===== config.mk =====
export PLATFORM = sky130hd
export DESIGN_NAME = ccr_comparator_control
export DESIGN_NICKNAME = d
export VERILOG_FILES = /design/src/ccr_pkg.sv /design/src/ccr_comparator_control.sv
export SDC_FILE = /design/constraint.sdc
export NUM_CORES = 1
export LEC_CHECK = 0
export BUFFER_PORTS_ARGS = -buffer_cell sky130_fd_sc_hd__buf_2
export CORE_AREA = 2 2 91 93
export CTS_CLUSTER_DIAMETER = 60
export DETAILED_ROUTE_END_ITERATION = 8
export DIE_AREA = 0 0 93 95
export GPL_TIMING_DRIVEN = 1
export PLACE_DENSITY = 0.85
export SYNTH_ARGS = -nofsm -noshare
export SYNTH_HDL_FRONTEND = slang
export SYNTH_SLANG_ARGS = --single-unit

===== constraint.sdc =====
create_clock -name i_clk -period 5.55 [get_ports i_clk]
set_input_delay 1.3875 -clock i_clk [delete_from_list [all_inputs] [get_ports i_clk]]
set_output_delay 1.3875 -clock i_clk [all_outputs]
set_load 0.01 [all_outputs]

===== src/ccr_pkg.sv =====
// Package with register map, field positions and reset values of the block.
package ccr_pkg;

    // Number of comparator instances.
    localparam int unsigned NUM_CMP = 3;

    // Printed register indices; byte address is four times the index.
    localparam logic [7:0] IDX_CONTROL = 8'h88;
    localparam logic [7:0] IDX_MODE = 8'h89;
    // Page-0 interrupt registers.
    localparam logic [7:0] IDX_IRQ_STATUS = 8'h00;
    localparam logic [7:0] IDX_EXT_IRQ_EN = 8'h01;

    // Register pages: comparator n lives on page n plus one.
    localparam logic [1:0] PAGE_IRQ = 2'h0;
    localparam logic [1:0] PAGE_FIRST_CMP = 2'h1;

    // Byte address layout: [11:10] page, [9:2] index.
    localparam int unsigned ADDR_W = 12;
    localparam int unsigned PAGE_LSB = 10;
    localparam int unsigned IDX_LSB = 2;

    // Control register fields.
    localparam int unsigned CTL_ON = 7;
    localparam int unsigned CTL_RESULT = 6;
    localparam int unsigned CTL_RISE = 5;
    localparam int unsigned CTL_FALL = 4;
    localparam int unsigned CTL_PHYST_LSB = 2;
    localparam int unsigned CTL_NHYST_LSB = 0;
    localparam logic [7:0] CTL_RESET = 8'h00;
    // Bits that software stores directly (on and both hysteresis fields).
    localparam logic [7:0] CTL_WMASK = 8'h8F;

    // Mode register fields.
    localparam int unsigned MD_RISE_IE = 5;
    localparam int unsigned MD_FALL_IE = 4;
    localparam int unsigned MD_RESP_LSB = 0;
    localparam logic [7:0] MD_RESET = 8'h02;
    localparam logic [7:0] MD_WMASK = 8'h33;

    // Interrupt status: [2:0] sticky events, [6:4] live request terms.
    localparam int unsigned IST_REQ_LSB = 4;
    localparam logic [2:0] IRQ_RESET = 3'h0;

    // AXI responses.
    localparam logic [1:0] RESP_OKAY = 2'h0;
    localparam logic [1:0] RESP_SLVERR = 2'h2;

    // Register decode result.
    typedef enum logic [2:0] {
        SEL_NONE,
        SEL_CONTROL,
        SEL_MODE,
        SEL_IRQ_STATUS,
        SEL_EXT_IRQ_EN
    } ccr_sel_t;

endpackage : ccr_pkg


===== src/ccr_comparator_control.sv =====
// Control and status registers for three analog comparators over AXI4-Lite.
`timescale 1ns/1ps
module ccr_comparator_control (
    input wire logic i_clk,
    input wire logic i_rst_n,
    input wire logic [11:0] i_s_axi_awaddr,
    input wire logic i_s_axi_awvalid,
    output logic o_s_axi_awready,
    input wire logic [31:0] i_s_axi_wdata,
    input wire logic [3:0] i_s_axi_wstrb,
    input wire logic i_s_axi_wvalid,
    output logic o_s_axi_wready,
    output logic [1:0] o_s_axi_bresp,
    output logic o_s_axi_bvalid,
    input wire logic i_s_axi_bready,
    input wire logic [11:0] i_s_axi_araddr,
    input wire logic i_s_axi_arvalid,
    output logic o_s_axi_arready,
    output logic [31:0] o_s_axi_rdata,
    output logic [1:0] o_s_axi_rresp,
    output logic o_s_axi_rvalid,
    input wire logic i_s_axi_rready,
    input wire logic [2:0] i_compare_raw,
    output logic [2:0] o_comparator_on,
    output logic [5:0] o_positive_hyst_sel,
    output logic [5:0] o_negative_hyst_sel,
    output logic [5:0] o_response_mode_sel,
    output logic [2:0] o_compare_pin,
    output logic o_irq
);

    // Decode a byte address into a register kind.
    function automatic ccr_pkg::ccr_sel_t decode_sel(
        input logic [11:0] addr
    );
        logic [1:0] page;
        logic [7:0] idx;
        page = addr[ccr_pkg::PAGE_LSB +: 2];
        idx = addr[ccr_pkg::IDX_LSB +: 8];
        decode_sel = ccr_pkg::SEL_NONE;
        if (addr[1:0] != 2'h0) begin
            decode_sel = ccr_pkg::SEL_NONE;
        end else if (page == ccr_pkg::PAGE_IRQ) begin
            if (idx == ccr_pkg::IDX_IRQ_STATUS) begin
                decode_sel = ccr_pkg::SEL_IRQ_STATUS;
            end else if (idx == ccr_pkg::IDX_EXT_IRQ_EN) begin
                decode_sel = ccr_pkg::SEL_EXT_IRQ_EN;
            end
        end else if (idx == ccr_pkg::IDX_CONTROL) begin
            decode_sel = ccr_pkg::SEL_CONTROL;
        end else if (idx == ccr_pkg::IDX_MODE) begin
            decode_sel = ccr_pkg::SEL_MODE;
        end
    endfunction : decode_sel

    // Comparator instance addressed by a comparator page.
    function automatic logic [1:0] decode_cmp(input logic [11:0] addr);
        decode_cmp = 2'(addr[ccr_pkg::PAGE_LSB +: 2]
            - ccr_pkg::PAGE_FIRST_CMP);
    endfunction : decode_cmp

    // Register state.
    logic [7:0] ctrl_q [3], ctrl_d [3];
    logic [7:0] mode_q [3], mode_d [3];
    logic [2:0] irq_stat_q, irq_stat_d;
    logic [2:0] ext_en_q, ext_en_d;

    // Synchroniser and edge detector state.
    logic [2:0] sync1_q, sync2_q, prev_q;
    logic [2:0] result, rise, fall, req;

    // Bus state.
    logic aw_held_q, aw_held_d;
    logic w_held_q, w_held_d;
    logic [11:0] awaddr_q, awaddr_d;
    logic [7:0] wdata_q, wdata_d;
    logic wstrb_q, wstrb_d;
    logic bvalid_q, bvalid_d;
    logic [1:0] bresp_q, bresp_d;
    logic rvalid_q, rvalid_d;
    logic [1:0] rresp_q, rresp_d;
    logic [31:0] rdata_q, rdata_d;
    logic do_write;
    ccr_pkg::ccr_sel_t wsel;
    logic [1:0] wcmp;

    // two-stage synchroniser
    // The raw analog result is asynchronous to the bus clock.
    always_ff @(posedge i_clk) begin
        if (!i_rst_n) begin
            sync1_q <= 3'h0;
            sync2_q <= 3'h0;
            prev_q <= 3'h0;
        end else begin
            sync1_q <= i_compare_raw;
            sync2_q <= sync1_q;
            prev_q <= result;
        end
    end

    // Result, edges and request terms per comparator.
    always_comb begin
        for (int n = 0; n < 3; n++) begin
            result[n] = sync2_q[n] & ctrl_q[n][ccr_pkg::CTL_ON];
            rise[n] = result[n] & ~prev_q[n];
            fall[n] = ~result[n] & prev_q[n];
            req[n] = (ctrl_q[n][ccr_pkg::CTL_RISE]
                    & mode_q[n][ccr_pkg::MD_RISE_IE])
                | (ctrl_q[n][ccr_pkg::CTL_FALL]
                    & mode_q[n][ccr_pkg::MD_FALL_IE]);
        end
    end

    // Write channel acceptance; one write is finished before the next.
    assign do_write = aw_held_q & w_held_q & ~bvalid_q;
    assign wsel = decode_sel(awaddr_q);
    assign wcmp = decode_cmp(awaddr_q);

    // Next values of the write path and its response.
    always_comb begin
        aw_held_d = aw_held_q;
        w_held_d = w_held_q;
        awaddr_d = awaddr_q;
        wdata_d = wdata_q;
        wstrb_d = wstrb_q;
        bvalid_d = bvalid_q;
        bresp_d = bresp_q;
        if (i_s_axi_awvalid && o_s_axi_awready) begin
            aw_held_d = 1'b1;
            awaddr_d = i_s_axi_awaddr;
        end
        if (i_s_axi_wvalid && o_s_axi_wready) begin
            w_held_d = 1'b1;
            wdata_d = i_s_axi_wdata[7:0];
            wstrb_d = i_s_axi_wstrb[0];
        end
        if (do_write) begin
            aw_held_d = 1'b0;
            w_held_d = 1'b0;
            bvalid_d = 1'b1;
            bresp_d = (wsel == ccr_pkg::SEL_NONE) ? ccr_pkg::RESP_SLVERR
                : ccr_pkg::RESP_OKAY;
        end else if (bvalid_q && i_s_axi_bready) begin
            bvalid_d = 1'b0;
        end
    end

    // Register file next values; hardware sets win over software clears.
    always_comb begin
        logic wr_byte;
        wr_byte = do_write & wstrb_q;
        irq_stat_d = irq_stat_q;
        ext_en_d = ext_en_q;
        for (int n = 0; n < 3; n++) begin
            logic wr_here;
            wr_here = wr_byte && (wcmp == 2'(n));
            ctrl_d[n] = ctrl_q[n];
            mode_d[n] = mode_q[n];
            if (wr_here && wsel == ccr_pkg::SEL_CONTROL) begin
                ctrl_d[n] = (ctrl_q[n] & ~ccr_pkg::CTL_WMASK)
                    | (wdata_q & ccr_pkg::CTL_WMASK);
                if (!wdata_q[ccr_pkg::CTL_RISE]) begin
                    ctrl_d[n][ccr_pkg::CTL_RISE] = 1'b0;
                end
                if (!wdata_q[ccr_pkg::CTL_FALL]) begin
                    ctrl_d[n][ccr_pkg::CTL_FALL] = 1'b0;
                end
            end
            if (rise[n]) begin
                ctrl_d[n][ccr_pkg::CTL_RISE] = 1'b1;
            end
            if (fall[n]) begin
                ctrl_d[n][ccr_pkg::CTL_FALL] = 1'b1;
            end
            ctrl_d[n][ccr_pkg::CTL_RESULT] = result[n];
            if (wr_here && wsel == ccr_pkg::SEL_MODE) begin
                mode_d[n] = wdata_q & ccr_pkg::MD_WMASK;
            end
            // Sticky status: write one clears, a new event wins.
            if (wr_byte && wsel == ccr_pkg::SEL_IRQ_STATUS
                    && wdata_q[n]) begin
                irq_stat_d[n] = 1'b0;
            end
            if ((rise[n] && mode_q[n][ccr_pkg::MD_RISE_IE])
                    || (fall[n] && mode_q[n][ccr_pkg::MD_FALL_IE])) begin
                irq_stat_d[n] = 1'b1;
            end
        end
        if (wr_byte && wsel == ccr_pkg::SEL_EXT_IRQ_EN) begin
            ext_en_d = wdata_q[2:0];
        end
    end

    // Read path: one read at a time, data latched at the address handshake.
    always_comb begin
        ccr_pkg::ccr_sel_t rsel;
        logic [1:0] rcmp;
        rsel = decode_sel(i_s_axi_araddr);
        rcmp = decode_cmp(i_s_axi_araddr);
        rvalid_d = rvalid_q;
        rresp_d = rresp_q;
        rdata_d = rdata_q;
        if (i_s_axi_arvalid && o_s_axi_arready) begin
            rvalid_d = 1'b1;
            rresp_d = ccr_pkg::RESP_OKAY;
            rdata_d = 32'h0000_0000;
            unique case (rsel)
                ccr_pkg::SEL_CONTROL: begin
                    rdata_d[7:0] = ctrl_q[rcmp];
                end
                ccr_pkg::SEL_MODE: begin
                    rdata_d[7:0] = mode_q[rcmp];
                end
                ccr_pkg::SEL_IRQ_STATUS: begin
                    rdata_d[2:0] = irq_stat_q;
                    rdata_d[ccr_pkg::IST_REQ_LSB +: 3] = req;
                end
                ccr_pkg::SEL_EXT_IRQ_EN: begin
                    rdata_d[2:0] = ext_en_q;
                end
                ccr_pkg::SEL_NONE: begin
                    rresp_d = ccr_pkg::RESP_SLVERR;
                end
            endcase
        end else if (rvalid_q && i_s_axi_rready) begin
            rvalid_d = 1'b0;
        end
    end

    // All register state, reset synchronously.
    always_ff @(posedge i_clk) begin
        if (!i_rst_n) begin
            for (int n = 0; n < 3; n++) begin
                ctrl_q[n] <= ccr_pkg::CTL_RESET;
                mode_q[n] <= ccr_pkg::MD_RESET;
            end
            irq_stat_q <= ccr_pkg::IRQ_RESET;
            ext_en_q <= ccr_pkg::IRQ_RESET;
            aw_held_q <= 1'b0;
            w_held_q <= 1'b0;
            awaddr_q <= 12'h000;
            wdata_q <= 8'h00;
            wstrb_q <= 1'b0;
            bvalid_q <= 1'b0;
            bresp_q <= ccr_pkg::RESP_OKAY;
            rvalid_q <= 1'b0;
            rresp_q <= ccr_pkg::RESP_OKAY;
            rdata_q <= 32'h0000_0000;
        end else begin
            ctrl_q <= ctrl_d;
            mode_q <= mode_d;
            irq_stat_q <= irq_stat_d;
            ext_en_q <= ext_en_d;
            aw_held_q <= aw_held_d;
            w_held_q <= w_held_d;
            awaddr_q <= awaddr_d;
            wdata_q <= wdata_d;
            wstrb_q <= wstrb_d;
            bvalid_q <= bvalid_d;
            bresp_q <= bresp_d;
            rvalid_q <= rvalid_d;
            rresp_q <= rresp_d;
            rdata_q <= rdata_d;
        end
    end

    // Bus handshake outputs; ready drops while a channel holds an item.
    assign o_s_axi_awready = ~aw_held_q & ~bvalid_q;
    assign o_s_axi_wready = ~w_held_q & ~bvalid_q;
    assign o_s_axi_bvalid = bvalid_q;
    assign o_s_axi_bresp = bresp_q;
    assign o_s_axi_arready = ~rvalid_q;
    assign o_s_axi_rvalid = rvalid_q;
    assign o_s_axi_rresp = rresp_q;
    assign o_s_axi_rdata = rdata_q;

    // Controls sent to the analog comparators.
    always_comb begin
        for (int n = 0; n < 3; n++) begin
            o_comparator_on[n] = ctrl_q[n][ccr_pkg::CTL_ON];
            o_positive_hyst_sel[2*n +: 2] =
                ctrl_q[n][ccr_pkg::CTL_PHYST_LSB +: 2];
            o_negative_hyst_sel[2*n +: 2] =
                ctrl_q[n][ccr_pkg::CTL_NHYST_LSB +: 2];
            o_response_mode_sel[2*n +: 2] =
                mode_q[n][ccr_pkg::MD_RESP_LSB +: 2];
            o_compare_pin[n] = ctrl_q[n][ccr_pkg::CTL_RESULT];
        end
    end

    // extended enable gating
    // The ungated status stays readable so polling software still sees it.
    assign o_irq = |(irq_stat_q & ext_en_q);

endmodule : ccr_comparator_control


==> results of run 1 <==
-- sequential cells by signal, indices dropped and copies added (netlist names), 6 cells and up --
| register | count |
|---|---|
| o_negative_hyst_sel | 6 |
| o_positive_hyst_sel | 6 |
| o_response_mode_sel | 6 |
| ctrl_q | 6 |
| mode_q | 6 |
| awaddr_q | 12 |
| wdata_q | 7 |
| o_s_axi_rdata | 8 |
-- per-layer routing --
| layer | vias up | track usage [%] | wire, um |
|---|---|---|---|
| met2 | 148 | 32.5 | 4020 |
| met1 | 1530 | 25.6 | 3900 |
| met4 | 0 | 9.56 | 223 |
| met3 | 17 | 4.07 | 639 |
| li1 | 1619 | - | - |
| met5 | - | 0 | 0 |
-- synthesized netlist by cell type, drive strengths merged (3+ instances only) --
cell type | n | area, um2
a221o | 3 | 30.0
nor3 | 4 | 25.0
a22oi | 7 | 52.6
nor3b | 3 | 27.5
clkbuf | 18 | 67.6
inv | 11 | 41.3
a21oi | 9 | 45.0
buf | 51 | 379
nand2b | 5 | 31.3
a31oi | 3 | 18.8
nand3 | 7 | 35.0
o211ai | 3 | 22.5
or3 | 3 | 18.8
o31ai | 3 | 22.5
and2 | 13 | 81.3
nor2b | 16 | 100
dfxtp | 82 | 1640
nor2 | 22 | 82.6
mux2 | 5 | 56.3
or4 | 4 | 33.8
o21ai | 20 | 100
mux2i | 33 | 330
a21boi | 28 | 210
nand2 | 78 | 295
a32o | 4 | 40.0
and3 | 5 | 31.3
-- cell type report --
cell class	instances	area [um2]
flip-flops and latches	82	1640
repair buffers	82	413
clock buffers	10	138
clock inverters	5	62.6
fillers	724	3510
well taps	105	131
multi-input cells	326	1990
inverters	12	45.0
-- logic make-up (layout without fill, tap and decap cells) --
kind of cell               Yosys count  after routing  synth area share, %
buffers and inverters               81            109                 12.2
DFF                                 82             82                 40.8
and+or+nand+nor                    173            173                 21.7
adders and majority gates            1              1                0.311
AOI/OAI and AO/OA                   88             88                 15.3
other                                1             26               0.0931
muxes                               38             38                 9.60
-- worst register-to-register path, cell delays in order, from the launching register on --
cell and delay (ps):
dfxtp_1 320, or4_4 550, nor4_4 380, nand4b_1 600, o21ai_0 380, a21boi_0 120
-- where the power goes --
group          switching, mW  total, mW  internal (mW)
clock network          0.218      0.438          0.221
registers             0.0154      0.618          0.603
logic                 0.0606     0.0999         0.0393
-- metrics by stage --
stage	cell area [um2]	total power, mW
final	4420	1.16
after global routing	4420	1.20
after floorplan	4120	0.710
after detailed placement	4220	0.732
after CTS	4420	1.16
after global placement	4220	0.728
-- path summary, 6_finish.rpt --
kind / from / end / slack [ps] / cells past startpoint
worst max-delay path: i_s_axi_araddr[10] / o_s_axi_rdata[5] / 1660 / 7
worst max register to register: awaddr_q[0] / ctrl_q[20] / 3080 / 5
worst min-delay path: sync1_q[0] / sync2_q[0] / 440 / 1
worst min register to register: sync1_q[0] / sync2_q[0] / 440 / 1
==> impl_metrics.csv, run 1 <==
group,metric,value,unit
run_status,outcome,"complete, no violations",
yosys,ys_seq_area_share,40.8,%
floorplan,io_pins,136,
placement,port_buffers,81,
route,dr.first_iter.drc_count,191,
finish,drive_gt1_share,21.5,%
finish,final_nets,584,
critical_path,crit_type,"input port to flop",
run,drv_cap,0,
clock_network,cts_resized,0,
critical_path,crit_fanout,13,
critical_path,crit_chain,"buf_2 > clkinv_1 > ha_1 > nor2b_1 > a21oi_1 > o41ai_1 > a32o_1",
floorplan,fp.dieH,95,um
clock_network,cts.sinks,82,
critical_path,critPathBufInv,2,
global_routing,antenna_found_initial,0,
sta,max_freq,257,MHz
clock_network,holdBufCountCts,0,
clock_network,clockBufferDepth,2,
yosys,async_flop_share,0,%
floorplan,initial_core_util,50.8,%
yosys,syn-cell-area,4030,um2
placement,gp_congestion,0.953,
power,p_per_area,262,nW/um2
critical_path,critPathSlowestCell,"ha_1",
yosys,synthDistinctLibCells,49,
yosys,ys.warnings.count,0,
finish,layout_commonest_cell,"dfxtp_1",
critical_path,cp-start-kind,"input port",
critical_path,cpPeakStageDelay,800,ps
min_path,hold_path.class,"flop to flop",
yosys,syn_inst,464,
floorplan,rows,33,
clock_network,clk-insertion-delay-late,350,ps
clock_network,cts_root_buf,"clkbuf_8",
clock_network,cts_setup_buffers,0,
placement,dp_hpwl,6410,um
sta,fin_crit,3890,ps
sta,fin_crit_sh,70.1,%
global_routing,gr-usage-all-layers,20.0,%
clock_network,htree_levels,3,
power,peakVddDrop,0.169,mV
sta,finalHoldViolations,0,
sta,worst_slew_pin_slew,938,ps
placement,placedCellCount,607,
sta,max_slew_margin,37.5,%
sta,finalSetupViolCount,0,
critical_path,required,5850,ps
yosys,synth_edf_count,0,
floorplan,core-area,7930,um2
power,power.leakage,1.91,nW
route,drt-pass1-iter-count,6,
global_routing,grt_start_max_net_pins,66,
route,wirelength,8780,um
finish,diodes,0,
sta,drv_slew,0,
route,vias,3314,
clock_network,cts.clk_slew.worst_paths,80,ps
floorplan,fp.dieW,93,um
route,wl_per_cell,14.1,um
global_routing,grt_pass1_vias,2960,
finish,final_cells,622,
sta,timing.final.ws_setup,1660,ps
route,ant_nets,0,
route,route.detailed.drc,0,
sta,grt_setup_unrepaired,"false",
sta,holdWs,437,ps
floorplan,die_area,8840,um2
yosys,ys_ff_latch,82,
finish,fin_util,55.7,%
critical_path,arrival,4190,ps
clock_network,cts_tree,"done",
sta,tns,0,ps
yosys,avgSynthCellArea,8.68,um2
global_routing,grt-ovfl-total,0,
placement,pre_cts_ws,1360,ps
finish,final_cell_mix,"82 x dfxtp_1, 81 x buf_2, 77 x nand2_1",
route,avgViaCountPerCell,5.33,
clock_network,numCtsBuffers,9,
critical_path,cp-end-kind,"flop",
yosys,ys.flop_type,"dfxtp_1",
finish,areaGrowthSynthToFinish,9.72,%
sta,skew,9.51,ps
critical_path,crit_family,"adder cells",
global_routing,grt_pass1_wl,13900,um
No activity file was read; power rests on OpenSTA's default activity.
==> run 2: changes to the inputs <==
Settings changed: CORE_AREA 2 2 91 93 to 2 2 97 99, DIE_AREA 0 0 93 95 to 0 0 99 101, PLACE_DENSITY 0.85 to 0.8.
Clock period 5.55 ns to 3.5 ns, I/O delays scaled along.
==> impl_metrics.csv, run 2 (same netlist as run 1, synthesis figures left out) <==
group,metric,value,unit
clock_network,clk-insertion-delay-late,350,ps
route,avgViaCountPerCell,5.15,
critical_path,required,3730,ps
clock_network,numCtsBuffers,9,
global_routing,grt-ovfl-total,0,
floorplan,fp.dieW,99,um
finish,largest_reg_flops,12,
sta,tns,0,ps
sta,max_slew_margin,44.2,%
clock_network,cts_setup_buffers,0,
clock_network,cts.sinks,82,
route,dr.first_iter.drc_count,220,
sta,holdWs,436,ps
min_path,min-delay-start,"sync1_q[0]",
critical_path,reg2reg_depth,5,
sta,finalSetupViolCount,0,
sta,fin_crit,2480,ps
critical_path,arrival,2710,ps
finish,layout_commonest_cell,"dfxtp_1",
placement,dp_hpwl,6840,um
clock_network,cts_resized,0,
floorplan,io_pins,136,
route,vias,3278,
finish,drive_gt1_share,22.7,%
clock_network,cts.clk_slew.worst_paths,90,ps
critical_path,crit_type,"input port to flop",
global_routing,grt_pass1_wl,14900,um
critical_path,startpoint,"i_s_axi_araddr[10]",
power,p_per_area,397,nW/um2
sta,skew,9.21,ps
finish,areaGrowthSynthToFinish,10.6,%
finish,diodes,0,
floorplan,fp.dieH,101,um
critical_path,cp-end-kind,"flop",
global_routing,antenna_found_initial,0,
sta,max_freq,404,MHz
sta,grt_setup_unrepaired,"false",
floorplan,core-area,8980,um2
clock_network,cts_tree,"done",
power,power.leakage,1.93,nW
sta,drv_slew,0,
power,peakVddDrop,0.227,mV
finish,final_cell_mix,"82 x dfxtp_1, 81 x buf_2, 77 x nand2_1",
critical_path,reg2reg_from,"awaddr_q[0]",
critical_path,cp-start-kind,"input port",
placement,port_buffers,81,
sta,worst_slew_pin_slew,834,ps
clock_network,holdBufCountCts,0,
route,ant_nets,0,
finish,final_area,4450,um2
route,wl_per_cell,14.2,um
critical_path,crit_fanout,12,
min_path,hold-path-cell-count,1,
clock_network,clockBufferDepth,2,
clock_network,htree_levels,3,
floorplan,rows,35,
min_path,hold_path_end,"sync2_q[0]",
sta,finalHoldViolations,0,
placement,gp_congestion,0.907,
global_routing,gr-usage-all-layers,18.5,%
route,wirelength,9040,um
run,drv_cap,0,
global_routing,grt_pass1_vias,3069,
route,drt-pass1-iter-count,5,
sta,fin_crit_sh,70.8,%
floorplan,die_area,10000,um2
placement,postPlaceCellArea,4280,um2
clock_network,cts_root_buf,"clkbuf_8",
finish,final_nets,591,
critical_path,regToRegSetupSlack,1080,ps
critical_path,r2r-end,"o_negative_hyst_sel[3]",
global_routing,grt_start_max_net_pins,26,
floorplan,initial_core_util,44.9,%
finish,top_register,"awaddr_q",
route,route.detailed.drc,0,
run_status,outcome,"complete, no violations",
min_path,hold_path.class,"flop to flop",
## run 2: cell types whose count changed in the layout (fill, tap and decap cells not counted)
| cell | before | now |
|---|---|---|
| buf_4 | 1 | 8 |
| bufinv_16 | 1 | 0 |
| clkbuf_8 | 10 | 9 |
| clkinv_2 | 0 | 2 |
| inv_6 | 2 | 3 |
## run 2: worst max path at each step
stage	cells after the start	to	slack, ps
after floorplan	6	o_s_axi_rdata[4]	690
final	9	o_s_axi_rdata[1]	1020
after CTS	5	o_negative_hyst_sel[3]	1060
after global routing	5	ctrl_q[4]	910
after detailed placement	9	o_s_axi_rdata[1]	720
after global placement	9	o_s_axi_rdata[1]	730
## run 2: worst max-delay path, stage by stage
cell and delay, ps:
buf_2 180, clkinv_1 120, ha_1 300, buf_4 230, mux2_2 370, a22oi_1 150
nor2_1 60, a221oi_1 280, o21ai_0 140
## run 2: through the flow
stage	setup WS, ps	utilization [%]	power (mW)	std cells
CTS	1060	49.6	1.78	636
finish	1020	49.6	1.77	636
global placement	734	47.7	1.16	620
floorplan	688	-	1.13	489
global route	908	49.6	1.85	636
detailed placement	722	47.7	1.17	620
## run 2: layer usage
layer  routed length, um  vias to the layer above  GRT usage (%)
li1                    -                     1630              -
met1                4050                     1511           23.7
met2                4160                      131           30.0
met3                 735                        6           5.34
met4                  95                        0           6.01
met5                   0                        -              0
## run 2: final cells by class
cell class | count | area [um2]
clock inverters | 7 | 51.3
multi-input cells | 326 | 1990
repair buffers | 89 | 465
fillers | 877 | 4520
inverters | 12 | 45.0
well taps | 111 | 139
flip-flops and latches | 82 | 1640
clock buffers | 9 | 124
## run 2: where the power goes
group | internal, mW | switching [mW]
sequential | 0.956 | 0.0237
clock | 0.263 | 0.363
combinational | 0.0667 | 0.0982
total | 1.29 | 0.485
